### src/verilog/dhp_pkg.sv
// Shared constants and types for the decompressor host and transfer ports
package dhp_pkg;
	// Widths of the register port and the transfer bus
	localparam int REG_W = 8;
	localparam int ADDR_W = 6;
	localparam int DATA_W = 32;
	localparam int HALF_W = 16;

	// Register offsets on the register index bus
	localparam logic [5:0] OFF_SYS_CFG1 = 6'h01;
	localparam logic [5:0] OFF_DEC_CTRL = 6'h18;
	localparam logic [5:0] OFF_INT_STAT = 6'h27;
	localparam logic [5:0] OFF_INT_MASK = 6'h29;
	localparam logic [5:0] OFF_NEXT_CTRL = 6'h38;
	localparam logic [5:0] OFF_UNLOCK = 6'h3f;

	// Reset values, and the unlock code that enables the engine run
	localparam logic [7:0] RST_SYS_CFG1 = 8'h00;
	localparam logic [7:0] RST_DEC_CTRL = 8'h04;
	localparam logic [7:0] RST_INT_STAT = 8'h00;
	localparam logic [7:0] RST_INT_MASK = 8'hff;
	localparam logic [7:0] RST_NEXT_CTRL = 8'h00;
	localparam logic [7:0] RST_UNLOCK = 8'h0f;
	localparam logic [7:0] UNLOCK_GOOD = 8'h0e;

	// Decompression control bit positions, shared by active and staged copies
	localparam int BIT_STAGE_LOAD = 7;
	localparam int BIT_BLANK = 6;
	localparam int BIT_POT = 5;
	localparam int BIT_PASS = 4;
	localparam int BIT_DICT_RST = 3;
	localparam int BIT_EMPTY = 2;
	localparam int BIT_RUN = 1;
	localparam int BIT_POR = 0;

	// Interrupt status bit and configuration fields
	localparam int BIT_EOT_INT = 1;
	localparam logic [7:0] INT_USED = 8'h02;
	localparam int STROBE_LSB = 0;
	localparam int BIT_WIDE = 2;

	// Strobe conditions held in configuration register 1, bits 1:0
	typedef enum logic [1:0] {STROBE_ACK_ONLY, STROBE_WAIT_HIGH, STROBE_WAIT_LOW, STROBE_SPARE} dhp_strobe_type;

	// Register port sequencer states
	typedef enum logic [1:0] {PORT_IDLE, PORT_ACCESS, PORT_READY} dhp_port_state_type;
endpackage : dhp_pkg

### src/verilog/dhp_sync3.sv
// Three-stage synchroniser for an asynchronous level pin
`timescale 1ns/10ps
module dhp_sync3 (
	// Clock and reset
	input wire logic clk,
	input wire logic rst,
	// Pin and synchronised level
	input wire logic pin_in,
	output logic level_ff
);
	logic meta_ff;
	logic s2_ff;
	logic s3_ff;

	// First stage feeds only the second; output moves when stages two and three agree
	always_ff @(posedge clk)
	begin
		if (rst)
		begin
			meta_ff <= 1'b1;
			s2_ff <= 1'b1;
			s3_ff <= 1'b1;
			level_ff <= 1'b1;
		end
		else
		begin
			meta_ff <= pin_in;
			s2_ff <= meta_ff;
			s3_ff <= s2_ff;
			if (s2_ff == s3_ff)
				level_ff <= s3_ff;
		end
	end
endmodule : dhp_sync3

### src/verilog/dhp_skid_buf.sv
// Two-entry buffer with registered outputs on both sides
`timescale 1ns/10ps
module dhp_skid_buf (
	// Clock and reset
	input wire logic clk,
	input wire logic rst,
	// Filling side
	input wire logic [dhp_pkg::DATA_W-1:0] in_data,
	input wire logic in_valid,
	output logic in_ready,
	output logic full_ff,
	// Draining side
	output logic [dhp_pkg::DATA_W-1:0] head_ff,
	output logic head_valid_ff,
	input wire logic out_ready
);
	logic [dhp_pkg::DATA_W-1:0] tail_ff;
	wire push = in_valid & ~full_ff;
	wire pop = head_valid_ff & out_ready;

	assign in_ready = ~full_ff;

	// Head refills from the tail first so word order is kept
	always_ff @(posedge clk)
	begin
		if (rst)
			head_valid_ff <= 1'b0;
		else if (!head_valid_ff || pop)
			head_valid_ff <= full_ff | push;
	end

	always_ff @(posedge clk)
	begin
		if (!head_valid_ff || pop)
			head_ff <= full_ff ? tail_ff : in_data;
	end

	// Tail catches a word only when the head is held by a stalled reader
	always_ff @(posedge clk)
	begin
		if (rst)
			full_ff <= 1'b0;
		else if (full_ff)
			full_ff <= ~pop;
		else
			full_ff <= push & head_valid_ff & ~pop;
	end

	always_ff @(posedge clk)
	begin
		if (push && head_valid_ff && !pop)
			tail_ff <= in_data;
	end
endmodule : dhp_skid_buf

### src/verilog/dhp_host_ports.sv
// Register port, transfer bus ports and staged decompression control
`timescale 1ns/10ps
module dhp_host_ports (
	// Clock and reset
	input wire logic clk,
	input wire logic rst,
	// Register port
	input wire logic [dhp_pkg::ADDR_W-1:0] register_index_bus,
	input wire logic [dhp_pkg::REG_W-1:0] register_byte_in,
	output logic [dhp_pkg::REG_W-1:0] register_byte_out,
	output logic register_byte_oe_n,
	input wire logic chip_select_n,
	input wire logic direction,
	input wire logic [1:0] host_port_config,
	output logic access_ready_n,
	output logic interrupt_n,
	// Transfer bus
	input wire logic [dhp_pkg::DATA_W-1:0] data_in,
	output logic [dhp_pkg::DATA_W-1:0] data_out,
	output logic data_oe_n,
	input wire logic bus_output_enable_n,
	input wire logic strobe_wait_insert,
	output logic input_port_request_n,
	input wire logic input_port_ack_n,
	output logic output_port_request_n,
	input wire logic output_port_ack_n,
	// Engine side
	output logic [dhp_pkg::DATA_W-1:0] engine_in_data,
	output logic engine_in_valid,
	input wire logic engine_in_ready,
	input wire logic [dhp_pkg::DATA_W-1:0] engine_out_data,
	input wire logic engine_out_valid,
	output logic engine_out_ready,
	input wire logic engine_eor,
	input wire logic engine_eot,
	input wire logic engine_empty_flag,
	output logic [dhp_pkg::REG_W-1:0] decomp_control,
	output logic engine_run_enable
);
	// Register state
	logic [7:0] next_decomp_control_ff;
	logic [7:0] operation_unlock_code_ff;
	logic [7:0] sys_cfg1_ff;
	logic [7:0] int_stat_ff;
	logic [7:0] int_mask_ff;
	logic [7:0] ctrl_ff;
	dhp_pkg::dhp_port_state_type state_ff;
	dhp_pkg::dhp_port_state_type nxt_state;
	logic [5:0] addr_ff;
	logic [7:0] wdata_ff;
	logic is_read_ff;
	logic engine_empty_ff;
	logic out_have_ff;
	logic drive_en_n_sync;
	logic in_full_ff;
	logic buf_in_ready;

	// Register port decode
	wire access = (state_ff == dhp_pkg::PORT_ACCESS);
	wire wr = access & ~is_read_ff;
	wire wr_next = wr && (addr_ff == dhp_pkg::OFF_NEXT_CTRL);
	wire wr_ctrl = wr && (addr_ff == dhp_pkg::OFF_DEC_CTRL);
	wire wr_code = wr && (addr_ff == dhp_pkg::OFF_UNLOCK);
	wire wr_cfg1 = wr && (addr_ff == dhp_pkg::OFF_SYS_CFG1);
	wire wr_stat = wr && (addr_ff == dhp_pkg::OFF_INT_STAT);
	wire wr_mask = wr && (addr_ff == dhp_pkg::OFF_INT_MASK);
	wire dir_is_read = direction ^ host_port_config[0];
	wire hold_ready = host_port_config[1];
	wire stage_xfer = ctrl_ff[dhp_pkg::BIT_STAGE_LOAD] & engine_eor;
	wire [7:0] ctrl_view = {ctrl_ff[7:3], engine_empty_ff, ctrl_ff[1:0]};
	wire [7:0] int_set = {6'h00, engine_eot, 1'b0} & dhp_pkg::INT_USED;

	// Read data selection
	wire [7:0] rdata =
		(addr_ff == dhp_pkg::OFF_NEXT_CTRL) ? next_decomp_control_ff :
		(addr_ff == dhp_pkg::OFF_UNLOCK) ? operation_unlock_code_ff :
		(addr_ff == dhp_pkg::OFF_DEC_CTRL) ? ctrl_view :
		(addr_ff == dhp_pkg::OFF_SYS_CFG1) ? sys_cfg1_ff :
		(addr_ff == dhp_pkg::OFF_INT_STAT) ? int_stat_ff :
		(addr_ff == dhp_pkg::OFF_INT_MASK) ? int_mask_ff : 8'h00;

	// Strobe condition: strobe delay unused, waits while high, or waits while low
	wire [1:0] strobe_sel = sys_cfg1_ff[dhp_pkg::STROBE_LSB +: 2];
	wire strobe_ok = (strobe_sel == dhp_pkg::STROBE_WAIT_HIGH) ? ~strobe_wait_insert :
		(strobe_sel == dhp_pkg::STROBE_WAIT_LOW) ? strobe_wait_insert : 1'b1;
	wire wide = sys_cfg1_ff[dhp_pkg::BIT_WIDE];
	wire in_push = ~input_port_ack_n & strobe_ok;
	wire [31:0] in_word = wide ? data_in : {16'h0000, data_in[15:0]};
	wire out_pop = out_have_ff & ~output_port_ack_n & strobe_ok;
	wire out_take = engine_out_valid & engine_out_ready;
	wire nxt_have = (out_have_ff & ~out_pop) | out_take;
	wire drive_now = ~drive_en_n_sync & ~output_port_ack_n & strobe_ok & out_have_ff;

	// Register port sequencer: capture on chip select, act, then answer
	always_comb
	begin
		nxt_state = state_ff;
		unique case (state_ff)
			dhp_pkg::PORT_IDLE: if (!chip_select_n) nxt_state = dhp_pkg::PORT_ACCESS;
			dhp_pkg::PORT_ACCESS: nxt_state = dhp_pkg::PORT_READY;
			dhp_pkg::PORT_READY: if (!hold_ready || chip_select_n) nxt_state = dhp_pkg::PORT_IDLE;
			default: nxt_state = dhp_pkg::PORT_IDLE;
		endcase
	end

	always_ff @(posedge clk)
	begin
		if (rst)
			state_ff <= dhp_pkg::PORT_IDLE;
		else
			state_ff <= nxt_state;
	end

	// Access capture: index, data and direction are sampled with chip select
	always_ff @(posedge clk)
	begin
		if (rst)
		begin
			addr_ff <= 6'h00;
			wdata_ff <= 8'h00;
			is_read_ff <= 1'b0;
		end
		else if (state_ff == dhp_pkg::PORT_IDLE && !chip_select_n)
		begin
			addr_ff <= register_index_bus;
			wdata_ff <= register_byte_in;
			is_read_ff <= dir_is_read;
		end
	end

	// Ready and read data drive on the byte bus
	always_ff @(posedge clk)
	begin
		if (rst)
		begin
			access_ready_n <= 1'b1;
			register_byte_oe_n <= 1'b1;
			register_byte_out <= 8'h00;
		end
		else
		begin
			access_ready_n <= ~(nxt_state == dhp_pkg::PORT_READY);
			register_byte_oe_n <= ~((nxt_state == dhp_pkg::PORT_READY) && is_read_ff);
			if (access && is_read_ff)
				register_byte_out <= rdata;
		end
	end

	// Staged control copy; the transfer clears it and beats a same-cycle write
	always_ff @(posedge clk)
	begin
		if (rst)
			next_decomp_control_ff <= dhp_pkg::RST_NEXT_CTRL;
		else if (stage_xfer)
			next_decomp_control_ff <= 8'h00;
		else if (wr_next)
			next_decomp_control_ff <= wdata_ff;
	end

	// Active control; bit 2 is stored, but reads and the decomp_control output show the live empty flag in its place
	always_ff @(posedge clk)
	begin
		if (rst)
			ctrl_ff <= dhp_pkg::RST_DEC_CTRL;
		else if (stage_xfer)
			ctrl_ff <= next_decomp_control_ff;
		else if (wr_ctrl)
			ctrl_ff <= wdata_ff;
	end

	// Unlock code, configuration and mask registers
	always_ff @(posedge clk)
	begin
		if (rst)
		begin
			operation_unlock_code_ff <= dhp_pkg::RST_UNLOCK;
			sys_cfg1_ff <= dhp_pkg::RST_SYS_CFG1;
			int_mask_ff <= dhp_pkg::RST_INT_MASK;
		end
		else
		begin
			if (wr_code)
				operation_unlock_code_ff <= wdata_ff;
			if (wr_cfg1)
				sys_cfg1_ff <= wdata_ff;
			if (wr_mask)
				int_mask_ff <= wdata_ff;
		end
	end

	// Sticky interrupt status, write one to clear, a new event wins
	always_ff @(posedge clk)
	begin
		if (rst)
			int_stat_ff <= dhp_pkg::RST_INT_STAT;
		else
			int_stat_ff <= ((wr_stat ? (int_stat_ff & ~wdata_ff) : int_stat_ff) | int_set) & dhp_pkg::INT_USED;
	end

	// Interrupt pin and engine-facing control outputs
	always_ff @(posedge clk)
	begin
		if (rst)
		begin
			interrupt_n <= 1'b1;
			engine_empty_ff <= 1'b1;
			decomp_control <= dhp_pkg::RST_DEC_CTRL;
			engine_run_enable <= 1'b0;
		end
		else
		begin
			interrupt_n <= ~|(int_stat_ff & ~int_mask_ff);
			engine_empty_ff <= engine_empty_flag;
			decomp_control <= ctrl_view;
			engine_run_enable <= ctrl_ff[dhp_pkg::BIT_RUN] & (operation_unlock_code_ff == dhp_pkg::UNLOCK_GOOD);
		end
	end

	// Drive enable pin is asynchronous
	dhp_sync3 dhp_sync3_i (
		.clk(clk),
		.rst(rst),
		.pin_in(bus_output_enable_n),
		.level_ff(drive_en_n_sync)
	);

	// Input port buffer; its full flag is the input request pin
	dhp_skid_buf dhp_skid_buf_i (
		.clk(clk),
		.rst(rst),
		.in_data(in_word),
		.in_valid(in_push),
		.in_ready(buf_in_ready),
		.full_ff(in_full_ff),
		.head_ff(engine_in_data),
		.head_valid_ff(engine_in_valid),
		.out_ready(engine_in_ready)
	);
	assign input_port_request_n = in_full_ff;

	// Output port holding register and bus drive
	always_ff @(posedge clk)
	begin
		if (rst)
		begin
			out_have_ff <= 1'b0;
			output_port_request_n <= 1'b1;
			engine_out_ready <= 1'b1;
			data_oe_n <= 1'b1;
			data_out <= 32'h00000000;
		end
		else
		begin
			out_have_ff <= nxt_have;
			output_port_request_n <= ~nxt_have;
			engine_out_ready <= ~nxt_have;
			data_oe_n <= ~drive_now;
			if (out_take)
				data_out <= wide ? engine_out_data : {16'hffff, engine_out_data[15:0]};
		end
	end

	// Checks
	property p_stage_reset;
		@(posedge clk) disable iff (rst) $fell(rst) |-> next_decomp_control_ff == 8'h00;
	endproperty
	a_stage_reset: assert property (p_stage_reset) else $error("staged control not zero after reset");

	property p_stage_xfer;
		@(posedge clk) disable iff (rst) stage_xfer |=> next_decomp_control_ff == 8'h00 && ctrl_ff == $past(next_decomp_control_ff);
	endproperty
	a_stage_xfer: assert property (p_stage_xfer) else $error("staged transfer wrong");

	property p_code_reset;
		@(posedge clk) disable iff (rst) $fell(rst) |-> operation_unlock_code_ff == 8'h0f;
	endproperty
	a_code_reset: assert property (p_code_reset) else $error("unlock code not 0x0f after reset");

	property p_cs_ready;
		@(posedge clk) disable iff (rst) (state_ff == dhp_pkg::PORT_IDLE && !chip_select_n) |-> ##2 !access_ready_n;
	endproperty
	a_cs_ready: assert property (p_cs_ready) else $error("ready not two cycles after select");

	property p_read_back;
		@(posedge clk) disable iff (rst) (access && is_read_ff && addr_ff == dhp_pkg::OFF_NEXT_CTRL && !stage_xfer)
			|=> !register_byte_oe_n && register_byte_out == next_decomp_control_ff;
	endproperty
	a_read_back: assert property (p_read_back) else $error("staged read-back mismatch");

	property p_dir_pol;
		@(posedge clk) disable iff (rst) (state_ff == dhp_pkg::PORT_IDLE && !chip_select_n)
			|=> is_read_ff == ($past(direction) ^ $past(host_port_config[0]));
	endproperty
	a_dir_pol: assert property (p_dir_pol) else $error("direction polarity wrong");

	property p_irq;
		@(posedge clk) disable iff (rst) ##1 (interrupt_n == ~|($past(int_stat_ff) & ~$past(int_mask_ff)));
	endproperty
	a_irq: assert property (p_irq) else $error("interrupt pin disagrees with status");

	property p_capture;
		@(posedge clk) disable iff (rst) (in_push && buf_in_ready && !engine_in_valid)
			|=> engine_in_valid && engine_in_data == $past(in_word);
	endproperty
	a_capture: assert property (p_capture) else $error("input word not captured");

	property p_drive;
		@(posedge clk) disable iff (rst) !data_oe_n |-> $past(!drive_en_n_sync && !output_port_ack_n && out_have_ff);
	endproperty
	a_drive: assert property (p_drive) else $error("bus bus_output_enable_n without enable");

	property p_out_req;
		@(posedge clk) disable iff (rst) (out_take || (!output_port_request_n && output_port_ack_n))
			|=> !output_port_request_n;
	endproperty
	a_out_req: assert property (p_out_req) else $error("output request disagrees with held word");

	property p_empty_view;
		@(posedge clk) disable iff (rst) (access && is_read_ff && addr_ff == dhp_pkg::OFF_DEC_CTRL)
			|=> register_byte_out[2] == $past(engine_empty_ff);
	endproperty
	a_empty_view: assert property (p_empty_view) else $error("empty flag read wrong");
endmodule : dhp_host_ports

### config.mk
export PLATFORM = sky130hd
export DESIGN_NAME = dhp_host_ports
export DESIGN_NICKNAME = d
export VERILOG_FILES = /design/src/verilog/dhp_pkg.sv /design/src/verilog/dhp_sync3.sv /design/src/verilog/dhp_skid_buf.sv /design/src/verilog/dhp_host_ports.sv
export SDC_FILE = /design/constraint.sdc
export NUM_CORES = 1
export LEC_CHECK = 0
export ABC_AREA = 1
export ABC_CLOCK_PERIOD_IN_PS = 1800
export BUFFER_PORTS_ARGS = -buffer_cell sky130_fd_sc_hd__buf_4
export CORE_ASPECT_RATIO = 0.5
export CORE_MARGIN = 10
export CORE_UTILIZATION = 35
export DETAILED_ROUTE_END_ITERATION = 16
export GPL_TIMING_DRIVEN = 0
export PLACE_DENSITY = 0.65
export SLEW_MARGIN = 15
export SYNTH_ARGS = -nofsm -noshare
export SYNTH_HDL_FRONTEND = slang
export SYNTH_HIERARCHICAL = 1
export SYNTH_SLANG_ARGS = --single-unit
export TNS_END_PERCENT = 1
### constraint.sdc
create_clock -name clk -period 1.8 [get_ports clk]
set_clock_uncertainty 0.05 [all_clocks]
set_input_delay 0.36 -clock clk [delete_from_list [all_inputs] [get_ports clk]]
set_output_delay 0.36 -clock clk [all_outputs]
set_load 0.005 [all_outputs]
; Word level (Yosys, flattened, before mapping)
; Index checks and enable logic that the tools add are counted.
[totals]
ff_bits = 184
inputBits = 93
out_inout_bits = 89
elab_cells = 117
[op_classes]
eq_ne = 13
muxes = 18
bitwise = 35
reduce_logical = 22
[op_table]
columns = operator, n
row1 = $mux 32, 3
row2 = $mux 8, 8
row3 = $eq 6x6->1 const B, 4
row4 = $and 1x1->1, 15
row5 = $not 1->1, 12
row6 = $logic_and 1x1->1, 11
row7 = $and 2x8->8, 1
row8 = $eq 8x4->1 const B, 1
row9 = $not 8->8, 1
row10 = $reduce_or 8->1, 1
row11 = $eq 2x2->1 const B, 3
row12 = $eq 6x1->1 const B, 1
row13 = $eq 6x5->1 const B, 1
row14 = $mux 2, 3
row15 = $pmux 2 s3, 1
row16 = $logic_not 1->1, 5
row17 = $eq 2x1->1 const B, 2
row18 = $mux 1, 3
row19 = $and 2x2->2, 1
row20 = $logic_not 2->1, 1
row21 = $logic_or 1x1->1, 2
row22 = $not 2->2, 1
row23 = $or 1x1->1, 2
row24 = $or 2x2->2, 1
row25 = other kinds (4), 4

; Logic depth before layout (Yosys ltp)
; Gate-level depths: netlist of the first run.
[logic_depth]
depth_word = 8
ltp_mapped = 10
ltp_nobuf = 10

; Hierarchy
; The synthesis of the first run kept the hierarchy.
[by_module_without_submodules]
columns = mod, n_inst, cells_per_inst, area_per_inst_um2, seq_area_each_um2
row1 = dhp_host_ports, 1, 626, 4565.6, 2262.2
row2 = dhp_skid_buf, 1, 182, 2509.9, 1961.9
row3 = dhp_sync3, 1, 15, 128.9, 80.1

; Worst setup path before layout of the first run
; No wires, ideal clock.
[synth_path]
path_type = register to register
startpoint = register sys_cfg1_ff[1]
endpoint = register dhp_skid_buf_i/tail_ff[0] in the netlist's numbering, enable pin
setup_time_ns = 0.387
t_arrival_ns = 1.445
t_required_ns = 1.363
path_slack_ns = -0.081
path_stages_with_launch = 9
n_path_buf = 0
synth_period_minus_slack_ns = 1.881
path_cell_list = dfxtp_1 -> inv_1 -> or3_1 -> nand2_1 -> nor2_1 -> inv_1 -> nor2_1 -> nand2_1 -> inv_1
[synth_between]
elab_chain_cells = 7
elab_cells_between_ends = 8
classes_between = eq/ne (2) / mux (2) / bitwise (2) / reduce/logical (2)
[synth_lines]
columns = item, line_no
row1 = from (decl), dhp_host_ports.sv:43  ; logic [7:0] sys_cfg1_ff;
row2 = from (signal assigned), dhp_host_ports.sv:177  ; sys_cfg1_ff <= dhp_pkg::RST_SYS_CFG1;
row3 = from (signal assigned), dhp_host_ports.sv:185  ; sys_cfg1_ff <= wdata_ff;
row4 = $eq 2x2->1, dhp_host_ports.sv:85  ; (strobe_sel == dhp_pkg::STROBE_WAIT_LOW) ? strobe_wait_insert : 1'b1;
row5 = $mux 1, dhp_host_ports.sv:85
row6 = $mux 1 *, dhp_host_ports.sv:84  ; wire strobe_ok = (strobe_sel == dhp_pkg::STROBE_WAIT_HIGH) ? ~strobe_wait_insert :
row7 = $and 1x1->1 *, dhp_host_ports.sv:87  ; wire in_push = ~input_port_ack_n & strobe_ok;
row8 = named net in_push, dhp_host_ports.sv:87
row9 = $and 1x1->1 *, dhp_skid_buf.sv:18  ; wire push = in_valid & ~full_ff;
row10 = $logic_and 1x1->1 * (2 in a row), dhp_skid_buf.sv:51  ; if (push && head_valid_ff && !pop)
row11 = to (signal assigned), dhp_skid_buf.sv:52  ; tail_ff <= in_data;
row12 = to (decl), dhp_skid_buf.sv:17  ; logic [dhp_pkg::DATA_W-1:0] tail_ff;
; The timed path passes the listed nets; every way through them passes the cells marked *.
; A chain may end at the register's enable or synchronous reset.

; Final worst setup path of the first run
[layout_path]
startpoint = register sys_cfg1_ff[1]
endpoint = register dhp_skid_buf_i/tail_ff[16] in the netlist's numbering, enable pin
; The elaborated chain is that of the path after synthesis.

==> results.md, run 1 <==
- The die covers 0.0271 mm2.
- Using the TritonRoute via totals, the vias-per-cell ratio works out to 4.72.
- The total leakage power is around 0.0043 uW.
- In the final timing run, aggregate negative setup slack is 0 ns.
- The depth of the worst register-to-register path is 8.
- The tool flagged a number of max-cap violations equal to 0.
- The highest clock frequency the design can meet is around 580 MHz.
- In this run, the clock network consumes 40.6% of the power.
- The starting utilization of the core area is between 30% and 40%.
- The cell area power density is around 960 mW/mm2.
- The number of buffer cells added on primary ports is 181.
- The max-slew violation count is 0.
- The tree is rooted in a sky130_fd_sc_hd__clkbuf_16.
- For this design the top-level I/O count stands at 182.
- The minimum clock period is 1.72 ns.
- The number of hold-slack violations in the final timing report is 0.
- Setup repair after global routing could not meet its margin everywhere.
- The detail route stage leaves a number of antenna-violating nets equal to 0.
- The number of cells in the design after placement is 1271.
- The H-tree was split into 4 levels.
- For this run, the share of the core covered by cells in the final layout is between 40 and 50%.
- The final worst hold slack is 0.0627 ns.
- Global routing finished with a remaining overflow of 0.
- The total area inside the core boundary comes to roughly 0.02 mm2.
- The largest fanout of any net on the critical path is 32.
- The slew at the pin closest to its max-slew limit is between 0.6 and 0.7 ns.
- The synthesized netlist cell count is 823.
- The number of global-route vias before repair is 6051.
- The worst setup path is launched from a flop.
- At the worst endpoint, the arrival time is roughly 1.8 ns.
- Dividing the detail-routed wire length by the instance count gives 16.0 um.
- The standard-cell row count is 36.
- The number of setup violations in the final report is 0.
- For hold timing, the worst endpoint is dhp_sync3_i/meta_ff.
- Detailed placement ended at an HPWL of 15800 um.
- The relative area change from synthesis to final layout is 32.0%.
- The total number of vias is 6145.
- The ratio of cells with drive above 1 in the final layout is 27.1%.
- The number of antenna violations at the first check in global routing is 0.
- Net switching is 24.1% of the power.
- The clock tree from TritonCTS is done.
- The number of nets in the synthesized netlist is 916.
- The worst hold path was traced through 2 stages.
- The overall global routing resource usage is 15.2%.
- Summing all non-filler instances in the final layout gives an area of 0.00951 mm2.
- The internal power summed over all cells is 6950 uW.
- For this block, the initial DRC count from the detailed router was 404.
- The number of different library cells used by synthesis comes to 34.
- The switching power total is around 2200 uW.
- The capturing element type of the critical path is a flop.
- Yosys printed 6 warnings.
- Counting both buffers and inverters, the worst setup path holds a total of 3.
- The reg-to-reg critical path endpoint is dhp_skid_buf_i/tail_ff[16].
- The signal on the critical path passes through inv_1, or3_1, nand2_1, nor2_1, inv_1, nor2_1, nand2_1, inv_8.
- The average size of a mapped cell is between 8 and 9 um2.
- The area of the mapped netlist is ~0.007 mm2.
- By startpoint and endpoint, the worst setup path is classified as flop to flop.
- The type of the most critical hold path is input port to flop.
- The die is 121 um tall.
- The net count of the finished layout is between 1k and 1.5k.
- In this run the critical register-to-register path is launched from sys_cfg1_ff[1].
- The worst-case IR drop observed on VDD is 0.529 mV.
- After clock tree synthesis, the clock-pin slew on the worst setup and hold paths is 0.07 ns.
- Measured along the x axis, the die boundary spans about 220 um.
- The combinational cell fraction of total power is 9.4%.
- The headroom to the max-slew limit is ~56%.
- Across all register-to-register paths, the minimum setup slack is 0.08 ns.
- The first detailed-routing pass ran for 5 iterations.
- The finished layout holds 1302 standard cells, fillers aside.
- The critical path's slowest cell is sky130_fd_sc_hd__dfxtp_1.
- The placed instance area is 0.00892 mm2.
- The run finished with clean final reports.
- 0 antenna diodes ended up in the layout.
- The fraction of the yosys area taken by sequential cells is 59.7%.
- The later pin in the worst-skew pair is clocked with a latency of 0.43 ns.
- The number of clock buffers added by TritonCTS is 17.
- The portion of total power attributed to sequential cells is 50.0%.
- The largest net degree at the start of global routing is 33.
- The required time at the endpoint of the critical path is 1.86 ns.
- The post-route fraction of the period consumed by the critical path is a little over nine tenths.
- The number of flip-flops and latches in the synthesized netlist is around 180.
- The congestion estimate from routability-driven global placement came to 0.913.
- CTS saw 183 sinks.
- The final wirelength is 20900 um.
- After detailed routing, the number of remaining DRC violations is 0.
- The first-pass GRT wire length is roughly 33000 um.
- In this run the deepest clock path goes through 2 buffers.
- The critical hold path startpoint is bus_output_enable_n.
- For this run, the slowest stage of the critical path takes 0.31 ns.
- The family with the most delay on the worst path is simple AND/OR/NAND/NOR gates.
## layer usage
metal / vias to the layer above / track usage, % / part of all wire (%)
li1: 3050 / - / -
met1: 2906 / 17.9 / 43
met2: 162 / 26.4 / 49
met3: 27 / 4.02 / 5.2
met4: 0 / 5.41 / 2.3
met5: - / 0 / 0
## worst register-to-register path: stages, from the launching register on
cell and delay (ns):
sky130_fd_sc_hd__dfxtp_1 0.31, sky130_fd_sc_hd__inv_1 0.13, sky130_fd_sc_hd__or3_1 0.15, sky130_fd_sc_hd__nand2_1 0.09, sky130_fd_sc_hd__nor2_1 0.10, sky130_fd_sc_hd__inv_1 0.06
sky130_fd_sc_hd__nor2_1 0.08, sky130_fd_sc_hd__nand2_1 0.16, sky130_fd_sc_hd__inv_8 0.24
## cells in the mapped netlist, drive strengths merged
master,number,area share [%]
nor3,17,1.2
o21ai,88,6.1
or3,1,0.087
nor2,126,7.4
a31oi,4,0.35
buf,15,2.0
nand2,204,11
o211ai,3,0.31
nand4,3,0.35
or2,4,0.35
nor4,1,0.087
xor2,1,0.12
o221ai,1,0.12
edfxtp,64,27
dfxtp,119,33
clkbuf,20,1.0
nand3,27,2.0
clkinv,3,0.16
a21oi,43,3.1
inv,79,4.2
## per-stage QoR
stage / setup WS (ns) / power, uW
6_report: 0.0809 / 9160
2_1_floorplan: -0.0814 / 5000
4_1_cts: 0.0550 / 9260
3_5_place_dp: -0.217 / 5540
3_3_place_gp: -0.582 / 5510
5_1_grt: -0.0304 / 9550
## flip-flops by register name, indices dropped and copies added (netlist names), 6 cells and up
register                  flops
operation_unlock_code_ff      8
ctrl_ff                       7
dhp_skid_buf_i/tail_ff       32
int_mask_ff                   8
decomp_control                8
dhp_skid_buf_i/head_ff       32
addr_ff                       6
sys_cfg1_ff                   8
register_byte_out             8
next_decomp_control_ff        8
wdata_ff                      8
data_out                     32
## how the worst max path moves through the flow
stage                       startpoint                         end  slack (ns)  cells after the start
floorplan               sys_cfg1_ff[1]   dhp_skid_buf_i/tail_ff[0]       -0.08                      8
global placement    strobe_wait_insert  dhp_skid_buf_i/tail_ff[12]       -0.58                      8
detailed placement  strobe_wait_insert  dhp_skid_buf_i/tail_ff[12]       -0.22                      8
CTS                     sys_cfg1_ff[1]  dhp_skid_buf_i/tail_ff[13]        0.05                      8
global route            sys_cfg1_ff[1]  dhp_skid_buf_i/tail_ff[16]       -0.03                      8
finish                  sys_cfg1_ff[1]  dhp_skid_buf_i/tail_ff[16]        0.08                      8
## power groups by stage
stage	logic (uW)	clock network, uW	registers, uW
2_1_floorplan	349	0	4650
3_3_place_gp	845	0	4660
3_5_place_dp	870	0	4670
4_1_cts	874	3810	4580
5_1_grt	952	4010	4590
6_report	862	3720	4580
## cell type report
class                   count  area (um2)
well taps                 266         333
repair buffers            182        1380
clock buffers              19         454
plain buffers              34         219
clock inverters            13         131
flip-flops and latches    183        4300
multi-input cells         523        2360
inverters                  82         323
fillers                  1927       10300
## timing repair
item | CTS | global route
resized for setup | 2 | 3
endpoints found under the setup margin | 32 | 35
buffers inserted | 0 | 0
hold buffers | 0 | 0
## cell usage in the layout (no fill, tap or decap), types with 2 or more instances in the layout
cell type / count
sky130_fd_sc_hd__a21oi_1: 41
sky130_fd_sc_hd__a21oi_2: 2
sky130_fd_sc_hd__a31oi_1: 4
sky130_fd_sc_hd__buf_1: 2
sky130_fd_sc_hd__buf_12: 3
sky130_fd_sc_hd__buf_2: 2
sky130_fd_sc_hd__buf_4: 184
sky130_fd_sc_hd__buf_6: 6
sky130_fd_sc_hd__clkbuf_1: 20
sky130_fd_sc_hd__clkbuf_16: 18
sky130_fd_sc_hd__clkinv_1: 3
sky130_fd_sc_hd__clkinv_4: 2
sky130_fd_sc_hd__clkinvlp_4: 3
sky130_fd_sc_hd__dfxtp_1: 119
sky130_fd_sc_hd__edfxtp_1: 64
sky130_fd_sc_hd__inv_1: 58
sky130_fd_sc_hd__inv_2: 19
sky130_fd_sc_hd__inv_4: 2
sky130_fd_sc_hd__inv_6: 3
sky130_fd_sc_hd__inv_8: 2
sky130_fd_sc_hd__nand2_1: 185
sky130_fd_sc_hd__nand2_2: 19
sky130_fd_sc_hd__nand3_1: 25
sky130_fd_sc_hd__nand3_2: 2
sky130_fd_sc_hd__nand4_1: 2
sky130_fd_sc_hd__nor2_1: 117
sky130_fd_sc_hd__nor2_2: 2
sky130_fd_sc_hd__nor2_4: 7
sky130_fd_sc_hd__nor3_1: 17
sky130_fd_sc_hd__o211ai_1: 3
sky130_fd_sc_hd__o21ai_0: 69
sky130_fd_sc_hd__o21ai_1: 19
sky130_fd_sc_hd__or2_1: 3
## kinds of logic (layout without fill, tap and decap cells)
group | after synthesis | after routing | share of synthesized area, %
xor gates and xnor gates | 1 | 1 | 0.122
buffers and inverters | 117 | 330 | 7.47
and+or+nand+nor | 383 | 383 | 22.7
AOI/OAI and AO/OA | 139 | 139 | 9.99
DFF | 183 | 183 | 59.7
Note: power is estimated with default switching activity, not from simulation.
==> run 2, diff against run 1 <==
- ABC_CLOCK_PERIOD_IN_PS: 1800 -> 1400
- SKIP_LAST_GASP: default -> 1
- clock period: 1.8 -> 1.4 ns (I/O delays scaled with it)
==> run 2 against run 1 <==
Against the previous run:
- flip-flop and latch count unchanged
- register-to-register slack worse by 0.21 ns
- critical path type unchanged
- critical endpoint is now dhp_skid_buf_i/tail_ff[28]
- via count up 2.2%
- fmax up 12%
- combinational power up 39%
- worst hold slack worse by 0.032 ns
- global-route usage up 0.21 points
- the flow now finishes with violations (negative setup slack)
- power up 29%
==> results.md, run 2 (synthesis gave the netlist of run 1 again) <==
- The critical path's slowest cell is sky130_fd_sc_hd__or3_4 (was sky130_fd_sc_hd__dfxtp_1).
- The setup slack after placement came to -0.541 ns (was -0.217 ns).
- The post-route fraction of the period consumed by the critical path is 110% (was 95.5%).
- The critical path data arrival time is 1.67 ns (was 1.78 ns).
- The routability congestion estimate from global placement was 0.911 (was 0.913).
- The end point of the critical path is dhp_skid_buf_i/tail_ff[28] (was dhp_skid_buf_i/tail_ff[16]).
- The highest clock frequency the design can meet is 652 MHz (was 582 MHz).
- The length of routed met2 wiring is 10600 um (was 10300 um).
- The largest net degree at the start of global routing is 33 (unchanged).
- Most frequent cells in the layout: sky130_fd_sc_hd__buf_4, sky130_fd_sc_hd__nand2_1, sky130_fd_sc_hd__dfxtp_1 (was sky130_fd_sc_hd__nand2_1, sky130_fd_sc_hd__buf_4, sky130_fd_sc_hd__dfxtp_1).
- The starting utilization of the core area was 36.4% (unchanged).
- The max-slew violation count was 0 (unchanged).
- The met3 wire length is 1110 um (was 1090 um).
- The slew at the pin closest to its max-slew limit is 0.693 ns (was 0.654 ns).
- The total leakage power came to 0.00449 uW (was 0.00430 uW).
- The standard-cell row count is 36 (unchanged).
- The fill cell total of the finished layout was 1840 (was 1927).
- The number of setup violations in the final report is 89 (was 0).
- The count of TritonRoute iterations in the first routing pass is 6 (was 5).
- The worst setup path startpoint is sys_cfg1_ff[1] (unchanged).
- The number of max-cap violations is 0 (unchanged).
- Result of the run: complete, but fails checks (was completed).
- The vertical die dimension is 121 um (unchanged).
- The number of levels in the clock H-tree is 4 (unchanged).
- The minimum setup slack among reg-to-reg paths is -0.13 ns (was 0.08 ns).
- The required time at the endpoint of the critical path is 1.54 ns (was 1.86 ns).
- The critical path's most frequent cell is sky130_fd_sc_hd__inv_2.
- List of cells traversed by the critical path: inv_2, or3_4, nand2_4, nor2_2, inv_2, nor2_4, nand2_8, inv_8 (was inv_1, or3_1, nand2_1, nor2_1, inv_1, nor2_1, nand2_1, inv_8).
- The number of buffers created by CTS is 17 (unchanged).
- The reg-to-reg critical path endpoint is dhp_skid_buf_i/tail_ff[28] (was dhp_skid_buf_i/tail_ff[16]).
- The launch point of the worst reg-to-reg path is sys_cfg1_ff[1] (unchanged).
- The final worst slack came to -0.133 ns (was 0.0809 ns).
- The number of antenna cells inserted is 0 (unchanged).
- The area of the core is 0.0198 mm2 (unchanged).
- The number of antenna violations at the first check in global routing was 0 (unchanged).
- Largest registers: data_out (32), dhp_skid_buf_i/head_ff (32), dhp_skid_buf_i/tail_ff (32) (unchanged).
- The most common library cell in the layout ignoring fill and taps is sky130_fd_sc_hd__buf_4 (was sky130_fd_sc_hd__nand2_1).
- The clock-pin slew on the worst setup and hold paths is 0.07 ns (about the same).
- The number of global-route vias before repair is 6114 (was 6051).
- The logic depth of the worst path, buffers included is 8 (unchanged).
- The highest metal layer used by the detailed router is met4 (unchanged).
- The vias per cell is 4.70 (was 4.72).
- The die footprint is 0.0271 mm2 (unchanged).
- The ratio of cells with drive above 1 in the final layout is 30.0% (was 27.1%).
- The type of the most critical hold path was input port to flop (unchanged).
- The final net count was 1150 (was 1116).
- The final wirelength is 21400 um (was 20900 um).
- The cell area power density is 1200 mW/mm2 (was 963 mW/mm2).
- The number of hold-slack violations in the final timing report came to 0 (unchanged).
- The relative area change from synthesis to final layout came to 37.3% (was 32.0%).
- The antenna violation net count after detailed routing is 0 (unchanged).
- The number of DRC violations after detailed routing is 0 (unchanged).
- The library cell used as clock root buffer was sky130_fd_sc_hd__clkbuf_16 (unchanged).
- The top-level I/O count was 182 (unchanged).
- The clock tree from TritonCTS is done (unchanged).
- The number of sinks driven by the clock tree is 183 (unchanged).
- The insertion delay to the later sink of the worst-skew pair is 0.43 ns (about the same).
- The half-perimeter wire length after detailed placement is 15800 um (about the same).
- The largest voltage drop on the vdd net came to 0.736 mV (was 0.529 mV).
- The capturing element type of the critical path was a flop (unchanged).
- The maximum clock path buffer count is 2 (unchanged).
- The horizontal die dimension is 223 um (unchanged).
- The overall overflow remaining after global route is 0 (unchanged).
- The minimum clock period came to 1.53 ns (was 1.72 ns).
- Unrepaired setup endpoints after global routing: yes (unchanged).
- The final routed wire length divided by cell count is 16.1 um (was 16.0 um).
- The total routed wire length on the met1 layer is 9210 um (was 9000 um).
- The first-pass GRT wire length is 33100 um (was 32800 um).
- The final reports fail on negative setup slack.
- The critical path's largest stage delay is 0.40 ns (was 0.31 ns).
- The number of buffer cells added on primary ports is 181 (unchanged).
- The number of cells in the design after placement was 1271 (unchanged).
- The depth of the worst register-to-register path is 8 (unchanged).
- The critical path class is flop to flop (unchanged).
- The headroom to the max-slew limit came to 53.8% (was 56.4%).
- The total number of vias is 6282 (was 6145).
- The violation count after the first detailed-routing iteration was 476 (was 404).
- The overall global routing resource usage is 15.4% (was 15.2%).
- The nature of the critical path startpoint is a flop (unchanged).
- The count of buffering cells on the critical path with inverters included is 3 (unchanged).
- The number of standard cells in the layout, taps in and fillers out came to 1336 (was 1302).
- The largest fanout of any net on the critical path came to 8 (was 32).
- The family with the most delay on the worst path is simple AND/OR/NAND/NOR gates (unchanged).
==> run 2: timing repair <==
action                     in CTS  in global routing
setup endpoints to repair     130                148
gates cloned                    3                  0
resized for setup              22                 25
pin swaps                       4                  5
hold endpoints to repair       19                  0
buffers inserted                9                  3
hold buffers                   19                  0
==> run 2: cell type report <==
| cell class | count | area [um2] | share of cell area (%) |
|---|---|---|---|
| clock buffer | 18 | 439 | 4.44 |
| clock inverter | 14 | 138 | 1.39 |
| timing repair buffer | 212 | 1660 | 16.7 |
| tap | 266 | 333 | 3.36 |
| multi-input combinational | 523 | 2430 | 24.5 |
| sequential | 183 | 4310 | 43.6 |
| buffer | 35 | 231 | 2.34 |
| inverter | 82 | 327 | 3.30 |
| timing repair inverter | 3 | 33.8 | 0.341 |
==> run 2: report_power, final <==
| part | total (uW) | leakage (uW) | internal (uW) | switching, uW |
|---|---|---|---|---|
| Clock | 4730 | 0.000286 | 2600 | 2130 |
| Combinational | 1200 | 0.00257 | 593 | 611 |
| Sequential | 5890 | 0.00164 | 5740 | 151 |
| Total | 11800 | 0.00449 | 8930 | 2890 |
==> run 2: worst min path at each step <==
stage / start / to / slack [ns] / cells after the start
after global routing: engine_out_data[26] / data_out[26] / 0.02 / 3
after floorplan: rst / dhp_skid_buf_i/full_ff / 0.29 / 1
after global placement: dhp_sync3_i/meta_ff / dhp_sync3_i/s2_ff / 0.34 / 1
after detailed placement: dhp_sync3_i/meta_ff / dhp_sync3_i/s2_ff / 0.34 / 1
after CTS: engine_out_data[22] / data_out[22] / 0.02 / 3
final: engine_out_data[21] / data_out[21] / 0.03 / 3
==> run 2: metrics by stage <==
| step | util (%) | instance area, um2 | TNS (ns) | hold WS, ns | total power [uW] |
|---|---|---|---|---|---|
| 3_3_place_gp | 44.9 | 8900 | -54.30 | 0.338 | 7080 |
| 5_1_grt | 49.9 | 9890 | -16.85 | 0.0168 | 12300 |
| 3_5_place_dp | 45.0 | 8920 | -26.75 | 0.343 | 7120 |
| 4_1_cts | 49.6 | 9820 | -11.60 | 0.0184 | 11900 |
| 6_report | 49.9 | 9890 | -6.46 | 0.0303 | 11800 |
| 2_1_floorplan | - | 7200 | -18.11 | 0.292 | 6430 |
==> run 2: worst reg2reg max path, delay by kind of cell (launching register included) <==
family	cells	cell delay, ns
flip-flops	1	0.32
AND/OR/NAND/NOR	5	0.74
buffers and inverters	3	0.20
==> run 2: layer usage <==
| metal | global-route usage, % | vias to the layer above |
|---|---|---|
| met2 | 27.0 | 164 |
| met5 | 0 | - |
| met1 | 18.3 | 2960 |
| met3 | 3.63 | 32 |
| met4 | 5.37 | 0 |
| li1 | - | 3126 |
